### src/pkg/fos_defines.vh
// register map, field positions, reset values and sizes for the fifo
// occupancy status block; assumes a 32-bit apb slave on pclk.
`ifndef FOS_DEFINES_VH
`define FOS_DEFINES_VH

// queue sizes
`define FOS_DEPTH          5'h10
`define FOS_LVL_W          5

// register byte offsets
`define FOS_OFF_STAT       12'h000
`define FOS_OFF_INTSTAT    12'h004
`define FOS_OFF_INTCLR     12'h008
`define FOS_OFF_INTEN      12'h00C

// status register fields
`define FOS_BIT_OVERRUN    1
`define FOS_BIT_TX_DRAINED 4
`define FOS_BIT_TX_ROOM    5
`define FOS_BIT_RX_DATA    6
`define FOS_BIT_RX_FULL    7
`define FOS_TXLVL_LSB      8
`define FOS_RXLVL_LSB      16

// reset values
`define FOS_RST_TX_DRAINED 1'h1
`define FOS_RST_TX_ROOM    1'h1
`define FOS_RST_RX_DATA    1'h0
`define FOS_RST_RX_FULL    1'h0
`define FOS_RST_OVERRUN    1'h0

// interrupt event bits
`define FOS_EV_W           4
`define FOS_EV_RX_OVF      0
`define FOS_EV_TX_OVF      1
`define FOS_EV_TX_DRAINED  2
`define FOS_EV_RX_FULL     3

`endif

### src/verilog/fos_irq.v
// sticky interrupt status, enable mask and level interrupt output;
// assumes write strobes are one-cycle pulses at apb completion.
`timescale 1ns/1ps
`include "fos_defines.vh"

module fos_irq (
  input  wire                  pclk,
  input  wire                  presetn,
  input  wire [`FOS_EV_W-1:0]  event_in,
  input  wire                  clr_wr,
  input  wire                  en_wr,
  input  wire [`FOS_EV_W-1:0]  wdata,
  output reg  [`FOS_EV_W-1:0]  status_q,
  output reg  [`FOS_EV_W-1:0]  enable_q,
  output reg                   irq_q
);

  wire [`FOS_EV_W-1:0] clr_mask;
  wire [`FOS_EV_W-1:0] status_d;
  wire [`FOS_EV_W-1:0] enable_d;

  // an event in the clearing cycle survives the clear
  assign clr_mask = clr_wr ? wdata : 4'h0;
  assign status_d = event_in | (status_q & ~clr_mask);
  assign enable_d = en_wr ? wdata : enable_q;

  // irq is registered from next values so it tracks status without lag
  always @(posedge pclk or negedge presetn) begin
    if (!presetn) begin
      status_q <= 4'h0;
      enable_q <= 4'h0;
      irq_q    <= 1'b0;
    end else begin
      status_q <= status_d;
      enable_q <= enable_d;
      irq_q    <= |(status_d & enable_d);
    end
  end

endmodule // fos_irq

### src/verilog/fos_level.v
// entry counter for one queue, with overflow and underflow pulses;
// assumes push and pop are one-cycle strobes on pclk.
`timescale 1ns/1ps
`include "fos_defines.vh"

module fos_level (
  input  wire                  pclk,
  input  wire                  presetn,
  input  wire                  push,
  input  wire                  pop,
  output wire [`FOS_LVL_W-1:0] level_d,
  output reg  [`FOS_LVL_W-1:0] level_q,
  output wire                  overflow,
  output wire                  underflow
);

  wire                  full_now;
  wire                  empty_now;
  wire                  do_push;
  wire                  do_pop;
  reg  [`FOS_LVL_W-1:0] nxt;

  assign full_now  = (level_q == `FOS_DEPTH);
  assign empty_now = (level_q == {`FOS_LVL_W{1'b0}});
  // a pop in the same cycle frees the slot a full push needs
  assign do_pop    = pop & ~empty_now;
  assign do_push   = push & (~full_now | do_pop);
  assign overflow  = push & full_now & ~do_pop;
  assign underflow = pop & empty_now;

  // next count; the word that overflows is dropped
  always @* begin
    nxt = level_q;
    if (do_push & ~do_pop) begin
      nxt = level_q + 5'h01;
    end else if (do_pop & ~do_push) begin
      nxt = level_q - 5'h01;
    end
  end
  assign level_d = nxt;

  // count register
  always @(posedge pclk or negedge presetn) begin
    if (!presetn) begin
      level_q <= 5'h00;
    end else begin
      level_q <= nxt;
    end
  end

endmodule // fos_level

### src/verilog/fos_top.v
// fifo occupancy status block: queue counters, four occupancy flags,
// rx overrun flag, interrupt logic and an apb register slave.
// assumes the queues' push and pop strobes are one cycle on pclk.
//
// The register offsets and the APB slave port are this design's own decisions.
`timescale 1ns/1ps
`include "fos_defines.vh"

module fos_top (
  input  wire                  pclk,
  input  wire                  presetn,
  input  wire                  psel,
  input  wire                  penable,
  input  wire                  pwrite,
  input  wire [11:0]           paddr,
  input  wire [31:0]           pwdata,
  output reg  [31:0]           prdata,
  output reg                   pready,
  output reg                   pslverr,
  input  wire                  tx_push,
  input  wire                  tx_pop,
  input  wire                  rx_push,
  input  wire                  rx_pop,
  output reg                   tx_queue_drained,
  output reg                   tx_queue_has_room,
  output reg                   rx_queue_has_data,
  output reg                   rx_queue_at_capacity,
  output reg                   rx_overrun_flag,
  output wire [`FOS_LVL_W-1:0] tx_level,
  output wire [`FOS_LVL_W-1:0] rx_level,
  output wire                  irq
);

  // occupancy decode, used for both queues
  function is_empty;
    input [`FOS_LVL_W-1:0] lvl;
    begin
      is_empty = (lvl == 5'h00);
    end
  endfunction

  function is_full;
    input [`FOS_LVL_W-1:0] lvl;
    begin
      is_full = (lvl == `FOS_DEPTH);
    end
  endfunction

  wire [`FOS_LVL_W-1:0] tx_lvl_d;
  wire [`FOS_LVL_W-1:0] rx_lvl_d;
  wire                  tx_ovf;
  wire                  rx_ovf;
  wire [`FOS_EV_W-1:0]  events;
  wire [`FOS_EV_W-1:0]  int_status;
  wire [`FOS_EV_W-1:0]  int_enable;
  wire                  access;
  wire                  fire;
  wire                  wr_fire;
  wire                  wr_stat;
  wire                  wr_clr;
  wire                  wr_en;
  wire                  overrun_d;
  reg  [31:0]           rd_mux;
  reg                   addr_ok;

  // transmit queue counter
  fos_level u_tx_level (
    .pclk      (pclk),
    .presetn   (presetn),
    .push      (tx_push),
    .pop       (tx_pop),
    .level_d   (tx_lvl_d),
    .level_q   (tx_level),
    .overflow  (tx_ovf),
    .underflow ()
  );

  // receive queue counter
  fos_level u_rx_level (
    .pclk      (pclk),
    .presetn   (presetn),
    .push      (rx_push),
    .pop       (rx_pop),
    .level_d   (rx_lvl_d),
    .level_q   (rx_level),
    .overflow  (rx_ovf),
    .underflow ()
  );

  // flags load from the next count so they move with the count itself;
  // the drained flag ignores the engine, it may still be shifting a word
  always @(posedge pclk or negedge presetn) begin
    if (!presetn) begin
      tx_queue_drained     <= `FOS_RST_TX_DRAINED;
      tx_queue_has_room    <= `FOS_RST_TX_ROOM;
      rx_queue_has_data    <= `FOS_RST_RX_DATA;
      rx_queue_at_capacity <= `FOS_RST_RX_FULL;
    end else begin
      tx_queue_drained     <= is_empty(tx_lvl_d);
      tx_queue_has_room    <= ~is_full(tx_lvl_d);
      rx_queue_has_data    <= ~is_empty(rx_lvl_d);
      rx_queue_at_capacity <= is_full(rx_lvl_d);
    end
  end

  // apb: one wait state, so every answer comes from flip-flops
  assign access  = psel & penable;
  assign fire    = access & pready;
  assign wr_fire = fire & pwrite & addr_ok;
  assign wr_stat = wr_fire & (paddr == `FOS_OFF_STAT);
  assign wr_clr  = wr_fire & (paddr == `FOS_OFF_INTCLR);
  assign wr_en   = wr_fire & (paddr == `FOS_OFF_INTEN);

  // overrun sets on rx overflow; a set in the clearing cycle wins
  assign overrun_d = rx_ovf |
                     (rx_overrun_flag &
                      ~(wr_stat & pwdata[`FOS_BIT_OVERRUN]));

  always @(posedge pclk or negedge presetn) begin
    if (!presetn) begin
      rx_overrun_flag <= `FOS_RST_OVERRUN;
    end else begin
      rx_overrun_flag <= overrun_d;
    end
  end

  // interrupt events; edges taken from the next count against the flag
  assign events[`FOS_EV_RX_OVF]     = rx_ovf;
  assign events[`FOS_EV_TX_OVF]     = tx_ovf;
  assign events[`FOS_EV_TX_DRAINED] = is_empty(tx_lvl_d) &
                                      ~tx_queue_drained;
  assign events[`FOS_EV_RX_FULL]    = is_full(rx_lvl_d) &
                                      ~rx_queue_at_capacity;

  fos_irq u_irq (
    .pclk     (pclk),
    .presetn  (presetn),
    .event_in (events),
    .clr_wr   (wr_clr),
    .en_wr    (wr_en),
    .wdata    (pwdata[`FOS_EV_W-1:0]),
    .status_q (int_status),
    .enable_q (int_enable),
    .irq_q    (irq)
  );

  // read mux and address check; the clear register reads as zero
  always @* begin
    rd_mux  = 32'h00000000;
    addr_ok = 1'b1;
    case (paddr)
      `FOS_OFF_STAT: begin
        rd_mux[`FOS_BIT_OVERRUN]    = rx_overrun_flag;
        rd_mux[`FOS_BIT_TX_DRAINED] = tx_queue_drained;
        rd_mux[`FOS_BIT_TX_ROOM]    = tx_queue_has_room;
        rd_mux[`FOS_BIT_RX_DATA]    = rx_queue_has_data;
        rd_mux[`FOS_BIT_RX_FULL]    = rx_queue_at_capacity;
        rd_mux[`FOS_TXLVL_LSB+`FOS_LVL_W-1:`FOS_TXLVL_LSB] = tx_level;
        rd_mux[`FOS_RXLVL_LSB+`FOS_LVL_W-1:`FOS_RXLVL_LSB] = rx_level;
      end
      `FOS_OFF_INTSTAT: begin
        rd_mux[`FOS_EV_W-1:0] = int_status;
      end
      `FOS_OFF_INTCLR: begin
        rd_mux = 32'h00000000;
      end
      `FOS_OFF_INTEN: begin
        rd_mux[`FOS_EV_W-1:0] = int_enable;
      end
      default: begin
        addr_ok = 1'b0;
      end
    endcase
  end

  // pready rises at the end of the first access cycle, falls after completion;
  // writes to the read-only interrupt status word are accepted and leave it alone
  always @(posedge pclk or negedge presetn) begin
    if (!presetn) begin
      pready  <= 1'b0;
      prdata  <= 32'h00000000;
      pslverr <= 1'b0;
    end else if (access & ~pready) begin
      pready  <= 1'b1;
      prdata  <= pwrite ? 32'h00000000 : rd_mux;
      pslverr <= ~addr_ok;
    end else begin
      pready  <= 1'b0;
      prdata  <= 32'h00000000;
      pslverr <= 1'b0;
    end
  end

endmodule // fos_top
### config.mk
export PLATFORM = sky130hd
export DESIGN_NAME = fos_top
export DESIGN_NICKNAME = d
export VERILOG_FILES = /design/src/verilog/fos_irq.v /design/src/verilog/fos_level.v /design/src/verilog/fos_top.v
export VERILOG_INCLUDE_DIRS = /design/src /design/src/pkg
export SDC_FILE = /design/constraint.sdc
export NUM_CORES = 1
export LEC_CHECK = 0
export BUFFER_PORTS_ARGS = -buffer_cell sky130_fd_sc_hd__buf_2
export CAP_MARGIN = 30
export CORE_MARGIN = 4
export CORE_UTILIZATION = 39
export CTS_BUF_LIST = sky130_fd_sc_hd__clkbuf_16
export DETAILED_ROUTE_END_ITERATION = 16
export PLACE_DENSITY = 0.67
export SYNTH_ARGS = -nofsm -noshare
export SYNTH_HDL_FRONTEND = slang
export SYNTH_SLANG_ARGS = --single-unit
### constraint.sdc
create_clock -name pclk -period 3 [get_ports pclk]
set_clock_uncertainty 0.05 [all_clocks]
set_input_delay 0.3 -clock pclk [delete_from_list [all_inputs] [get_ports pclk]]
set_output_delay 0.3 -clock pclk [all_outputs]
set_load 0.05 [all_outputs]
==> results by group, run 1 <==
STA
  – Relative slew slack: 60.9%
  – Final min period: 2.70 ns
  – Slew Viols, Final: 0
  – Final Hold Vio Count: 0
  – Unrepaired setup endpoints after global routing: false
  – Total negative slack: 0 ns
  – Worst Max-Slew Pin Slew: 0.581 ns
  – Fmax achieved: 0.371 GHz
  – Final setup viols: 0
  – Final worst-path cycle share: 90.0%

Synthesis
  – Mapped Area: 2360 µm²
  – Seq cells post-synth: 44
  – Seq/Total Area, Yosys: 46.8%
  – EDFF count, synth: 0
  – Synth cell types: 62
  – Most common flop cell mapped by yosys: dfrtp_1
  – Synth async-reset ratio: 100%
  – Average cell area after synthesis: 10.3 µm²
  – Yosys warns: 0
  – Mapped Cells: 229

Power
  – Internal Power: 1.28 mW
  – Pwr Density: 782 nW/µm²
  – Max VDD drop: 0.418 mV
  – Tot Pwr: 2.22 mW
  – Logic pwr share: 41.1%
  – Leakage: 1.41 nW
  – Sw frac: 42.6%
  – Clock power frac: 22.6%
  – Flop pwr share: 36.2%
  – Sw power: 0.946 mW

Floorplan
  – Die width: 85.7 µm
  – Core area: 5890 µm²
  – Initial core utilization: 40.1%
  – Ports: 103
  – Die Footprint: 7350 µm²
  – Die Ht: 85.7 µm
  – Row count: 28

Worst setup path
  – Crit-path leading delay family: simple AND/OR/NAND/NOR gates
  – WP buf/inv: 1
  – Crit path DAT: 2.81 ns
  – Critical path class: reg2reg
  – Slowest cell on crit path: dfrtp_1
  – Worst Setup End Kind: flip-flop
  – Req. time, crit path: 3.11 ns
  – Worst Setup Start Kind: flip-flop
  – CP peak stage delay: 0.46 ns
  – Crit-path most repeated cell: o41ai_1
  – Crit path max fanout: 7
  – R2R setup slack: 0.30 ns
  – Cell breakdown of the critical path: inv_1, ha_1, or3b_1, o21ai_1, o41ai_1, xor2_1, or3_1, o41ai_1

GRT
  – First-pass GRT wire length: 8360 µm
  – Total GRT Usage: 14.2%
  – Initial antenna violation count: 0
  – Vias in the first global route: 1,714
  – Total gr overflow: 0
  – Met2 usage: 22.0%
  – Met3 usage: 3.65%
  – Pin count of the biggest net entering global routing: 45
  – GR Layer Usage met1: 19.5%
  – GR peak layer: met2

CTS
  – Post-CTS sizing: 0
  – Root buf cell: clkbuf_16
  – Worst skew pair latency: 0.28 ns
  – # hold bufs at CTS: 0
  – Setup Fix Bufs, Post-CTS: 0
  – Reg clk slew, reported paths: 0.06 ns
  – CTS tree: yes
  – Clock Sinks: 44
  – H-tree lvl count: 2
  – Clock Tree Buf Depth: 2
  – CTS Buf Count: 5

Drt
  – Routed via count: 1,876
  – Vias per cell: 5.10
  – TritonRoute pass-1 iters: 4
  – First DRT Iteration DRCs: 102
  – Routed WL per cell: 14.0 µm
  – DRC: 0
  – Post-Route WL: 5150 µm
  – Antenna-violating nets left: 0

Place
  – Final HPWL DP: 3780 µm
  – GP Congestion: 0.831
  – PortBufs: 60

Final layout
  – Layout cells sized above 1: 31.4%
  – Number of fill cells: 564
  – Syn-to-layout area delta: 20.6%
  – Final layout net count: 349
  – N_diodes: 0

Worst hold path
  – Hold WC Path Type: in2reg

Status
  – Outcome: finished clean

Run
  – MaxCap Viol Count: 0
[flip-flops by register name, indices dropped and copies added, names as in the netlist, 4 cells and up]
register / cells
u_tx_level.level_q: 5
u_irq.status_q: 4
u_rx_level.level_q: 5
prdata: 18
u_irq.enable_q: 4
[Yosys cell counts (all sizes together) (2+ instances only)]
cell type	instances	area share (%)
ha	4	2.1
nand4b	2	0.74
xor2	3	1.1
nand4	3	0.80
a2111oi	2	1.5
nand2	11	1.8
mux2i	7	3.0
nor4	8	2.1
and2	11	3.0
o41ai	2	0.74
and4	4	1.5
inv	16	2.5
a31oi	3	0.80
nor2	15	2.4
or3b	3	1.1
nor3	3	0.64
clkbuf	6	0.96
mux2	3	1.4
nand2b	2	0.53
a21oi	4	0.85
buf	18	5.8
xnor2	2	0.74
dfrtp	42	45
dfstp	2	2.2
or3	5	1.5
or2	2	0.53
nand3	4	0.85
nor2b	3	0.80
o21ai	11	2.3
o211ai	3	0.96
and3	2	0.74
a211o	2	0.74
a311oi	2	1.0
[worst paths after layout]
check	startpoint	end	depth (start not counted)
max	u_rx_level.level_q[1]$_DFF_PN0_	u_irq.irq_q$_DFF_PN0_	8
min	pwdata[0]	u_irq.enable_q[0]$_DFF_PN0_	2
max reg2reg	u_rx_level.level_q[1]$_DFF_PN0_	u_irq.irq_q$_DFF_PN0_	8
min reg2reg	rx_queue_has_data$_DFF_PN0_	prdata[6]$_DFF_PN0_	1
max in group asynchronous	presetn	tx_queue_drained$_DFF_PN1_	3
min in group asynchronous	presetn	u_rx_level.level_q[0]$_DFF_PN0_	2
[metal layers]
layer | vias to the layer above | routed length (µm)
li1 | 923 | -
met5 | - | 0
met1 | 873 | 2350
met4 | 0 | 58
met3 | 6 | 387
met2 | 74 | 2350
[per-stage QoR]
stage	instances	util, %	hold WS (ns)	cell area (µm²)	worst slack [ns]
after global placement	358	45.5	0.418	2680	0.348
after detailed placement	358	45.5	0.418	2680	0.284
final	368	48.3	0.256	2840	0.301
after floorplan	242	-	-0.0456	2410	0.171
after CTS	366	47.8	0.160	2810	0.273
after global routing	368	48.3	0.258	2840	0.0602
[area by class of cell]
cell class	count	area, µm²	share of cell area, %
Clock buffer	5	125	4.40
Sequential cell	44	1100	38.8
Clock inverter	3	11.3	0.396
Tap cell	75	93.8	3.30
Inverter	16	60.1	2.11
Multi-Input combinational cell	158	1080	38.1
Timing Repair Buffer	67	368	12.9
[power by group through the flow]
| stage | clock, mW | sequential [mW] | combinational, mW |
|---|---|---|---|
| finish | 0.503 | 0.806 | 0.914 |
| CTS | 0.512 | 0.805 | 0.914 |
| floorplan | 0 | 1.04 | 0.472 |
| global placement | 0 | 0.809 | 0.892 |
| detailed placement | 0 | 0.815 | 0.909 |
| global route | 0.542 | 0.827 | 0.986 |
[cell usage in the layout (no fill, tap or decap), types with 7 or more instances in the layout]
| cell | count |
|---|---|
| nor4_1 | 8 |
| o21ai_0 | 10 |
| and2_1 | 9 |
| inv_1 | 17 |
| conb_1 | 14 |
| nand2_1 | 11 |
| dfrtp_1 | 42 |
| buf_2 | 60 |
| mux2i_1 | 7 |
| nor2_1 | 15 |
[logic make-up (layout without fill, tap and decap cells)]
family                     count (synthesis)  in the layout  synth area share, %
AOI/OAI and AO/OA                         39             39                 12.6
xor gates and xnor gates                   5              5                 1.86
adders and majority gates                  4              4                 2.12
buffers and inverters                     40             91                 9.34
DFF                                       44             44                 46.8
muxes                                     10             10                 4.41
other                                      1             14                0.159
and+or+nand+nor                           86             86                 22.7
Power figures use the tool's default switching activity.
==> run 2: changes to the inputs <==
--- a/config.mk
+++ b/config.mk
@@ -8,11 +8,11 @@
 export LEC_CHECK = 0
 export BUFFER_PORTS_ARGS = -buffer_cell sky130_fd_sc_hd__buf_2
 export CAP_MARGIN = 30
-export CORE_MARGIN = 4
 export CORE_UTILIZATION = 39
 export CTS_BUF_LIST = sky130_fd_sc_hd__clkbuf_16
 export DETAILED_ROUTE_END_ITERATION = 16
 export PLACE_DENSITY = 0.67
+export REMOVE_ABC_BUFFERS = 1
 export SYNTH_ARGS = -nofsm -noshare
 export SYNTH_HDL_FRONTEND = slang
 export SYNTH_SLANG_ARGS = --single-unit
==> run 2 against run 1 <==
Against the previous run: utilization is 1.7 points higher; total power is 0.61% higher; global-route usage is 3.1 points higher; critical path depth stayed put; highest routed layer unchanged; final cell count is 1.1% lower; critical endpoint unchanged; non-clock buffer count is 1 lower; first-iteration DRC count is 25% lower; fmax is 1.4% lower; worst hold slack worse by 0.012 ns; flip-flop and latch count stayed put; clock power is 2% higher.
==> results by group, run 2 (synthesized netlist as in run 1, its figures left out) <==
Drt
  – Routed via count: 1,888 (+0.64%)
  – Post-Route WL: 5070 µm (-1.6%)
  – Vias per cell: 5.19 (+1.7%)
  – Antenna-violating nets left: 0 (unchanged)
  – Routed WL per cell: 13.9 µm (-0.55%)
  – First DRT Iteration DRCs: 77 (-25%)
  – TritonRoute pass-1 iters: 4 (unchanged)
  – DRC: 0 (unchanged)

STA
  – Final Hold Vio Count: 0 (unchanged)
  – Final worst-path cycle share: 91.2% (+1.2 points)
  – Fmax achieved: 0.365 GHz (-1.4%)
  – Worst Max-Slew Pin Slew: 0.531 ns (-0.0497 ns)
  – Final setup viols: 0 (unchanged)
  – Final Worst Setup Slack: 0.264 ns (-0.0374 ns)
  – Slew Viols, Final: 0 (unchanged)
  – Final min period: 2.74 ns (+0.0374 ns)
  – Total negative slack: 0 ns (unchanged)
  – Unrepaired setup endpoints after global routing: false
  – Relative slew slack: 64.3% (+3.3 points)

Worst setup path
  – Cell breakdown of the critical path: inv_1, ha_1, or3b_1, o21ai_1, o41ai_1, xor2_1, or3_1, o41ai_1
  – Slowest cell on crit path: dfrtp_1
  – Critical path class: reg2reg
  – Worst Setup End Kind: flip-flop
  – Req. time, crit path: 3.11 ns (about the same)
  – Crit-path most repeated cell: o41ai_1
  – CP peak stage delay: 0.45 ns (about the same)
  – Crit path max fanout: 7 (unchanged)
  – Worst Setup Start Kind: flip-flop
  – Crit path DAT: 2.85 ns (+0.04 ns)

Place
  – Final HPWL DP: 3690 µm (-2.6%)
  – PortBufs: 60 (unchanged)
  – Dpl cells: 355 (-0.84%)
  – GP Congestion: 0.806 (-3.0%)
  – Placed Area: 2690 µm² (+0.33%)
  – Setup WS pre-CTS: 0.312 ns (+0.0282 ns)

Final layout
  – N_diodes: 0 (unchanged)
  – Syn-to-layout area delta: 20.4%
  – Most frequent cells in the layout: buf_2, dfrtp_1, inv_1
  – Commonest non-fill, non-tap cell in the layout: buf_2
  – Final layout net count: 348 (-0.29%)
  – Largest register FFs: 18 (unchanged)
  – Most flop-heavy register: prdata
  – Number of fill cells: 548 (-2.8%)
  – Post-layout instance area: 2840 µm² (-0.22%)
  – Layout cells sized above 1: 31.8% (+0.45 points)
  – Final Non-Filler Cells: 364 (-1.1%)
  – Regs by FF count: prdata (18), u_rx_level.level_q (5), u_tx_level.level_q (5)

CTS
  – Post-CTS sizing: 0 (unchanged)
  – Reg clk slew, reported paths: 0.06 ns (about the same)
  – Clock Tree Buf Depth: 2 (unchanged)
  – Worst skew pair latency: 0.28 ns (about the same)
  – Clock Sinks: 44 (unchanged)
  – H-tree lvl count: 2 (unchanged)
  – Root buf cell: clkbuf_16
  – CTS Buf Count: 5 (unchanged)
  – CTS tree: yes

GRT
  – Initial antenna violation count: 0 (unchanged)
  – Total gr overflow: 0 (unchanged)
  – Total GRT Usage: 17.3% (+3.1 points)
  – Pin count of the biggest net entering global routing: 38 (-16%)
  – Vias in the first global route: 1,853 (+8.1%)
  – First-pass GRT wire length: 8640 µm (+3.4%)

Floorplan
  – Core area: 5680 µm² (-3.6%)
  – Row count: 27 (-3.6%)
  – Die Footprint: 6360 µm² (-14%)
  – Die Ht: 79.7 µm (-7.0%)
  – Initial core utilization: 41.5% (+1.5 points)
  – Ports: 103 (unchanged)
  – Die width: 79.7 µm (-7.0%)

Power
  – Pwr Density: 788 nW/µm² (+0.83%)
  – Leakage: 1.40 nW (-0.23%)
  – Max VDD drop: 0.408 mV (-2.4%)
  – Tot Pwr: 2.24 mW (+0.61%)

Run
  – MaxCap Viol Count: 0 (unchanged)

Worst hold path
  – Hold WC Path Type: in2reg

Status
  – Outcome: finished clean
==> run 2: cell count changes in the layout (fill, tap and decap cells not counted) <==
cell	previous run	this run
clkinv_1	2	0
clkinv_2	0	1
buf_4	5	4
clkinvlp_4	0	1
==> run 2: final timing paths <==
| kind | startpoint | endpoint | slack [ns] | cells past startpoint |
|---|---|---|---|---|
| min reg2reg | rx_queue_has_data$_DFF_PN0_ | prdata[6]$_DFF_PN0_ | 0.43 | 1 |
| min | pwdata[0] | u_irq.enable_q[0]$_DFF_PN0_ | 0.24 | 2 |
| max reg2reg | u_rx_level.level_q[1]$_DFF_PN0_ | u_irq.irq_q$_DFF_PN0_ | 0.26 | 8 |
| max in group asynchronous | presetn | tx_queue_has_room$_DFF_PN1_ | 2.02 | 3 |
| max | u_rx_level.level_q[1]$_DFF_PN0_ | u_irq.irq_q$_DFF_PN0_ | 0.26 | 8 |
| min in group asynchronous | presetn | pready$_DFF_PN0_ | 0.36 | 2 |
==> run 2: routing by layer <==
metal	global-route usage (%)	wire length [µm]
met5	0	0
met3	3.66	218
met2	28.5	2390
met4	5.18	74
met1	22.7	2390
==> run 2: final cells by class <==
class                      count  area [µm²]  area share, %
sequential                    44        1100           38.9
multi-input combinational    158        1080           38.1
timing repair buffer          66         360           12.7
clock buffer                   5         125           4.41
tap                           72        90.1           3.17
inverter                      16        60.1           2.12
clock inverter                 3        16.3          0.573
==> run 2: power by group <==
part	total [mW]	switching (mW)	internal, mW
combinational	0.915	0.620	0.295
sequential	0.809	0.126	0.683
clock	0.513	0.209	0.303
total	2.24	0.956	1.28
==> run 2: what timing repair did <==
action | CTS | global route
hold buffers | 1 | 0
hold endpoints to repair | 7 | 0
buffers inserted | 0 | 0
==> run 2: critical path: cells and delay by family (launching register included) <==
kind            cells  cell delay, ns
compound gates      3            0.76
xor+xnor            1            0.16
fa+ha+maj           1            0.23
buf+inv             1            0.10
flops               1            0.45
simple gates        2            0.85
==> run 2: stage by stage <==
step | hold slack, ns | util [%]
floorplan | -0.0456 | -
global placement | 0.416 | 47.0
detailed placement | 0.123 | 47.3
CTS | 0.241 | 50.0
global route | 0.242 | 50.0
finish | 0.244 | 50.0
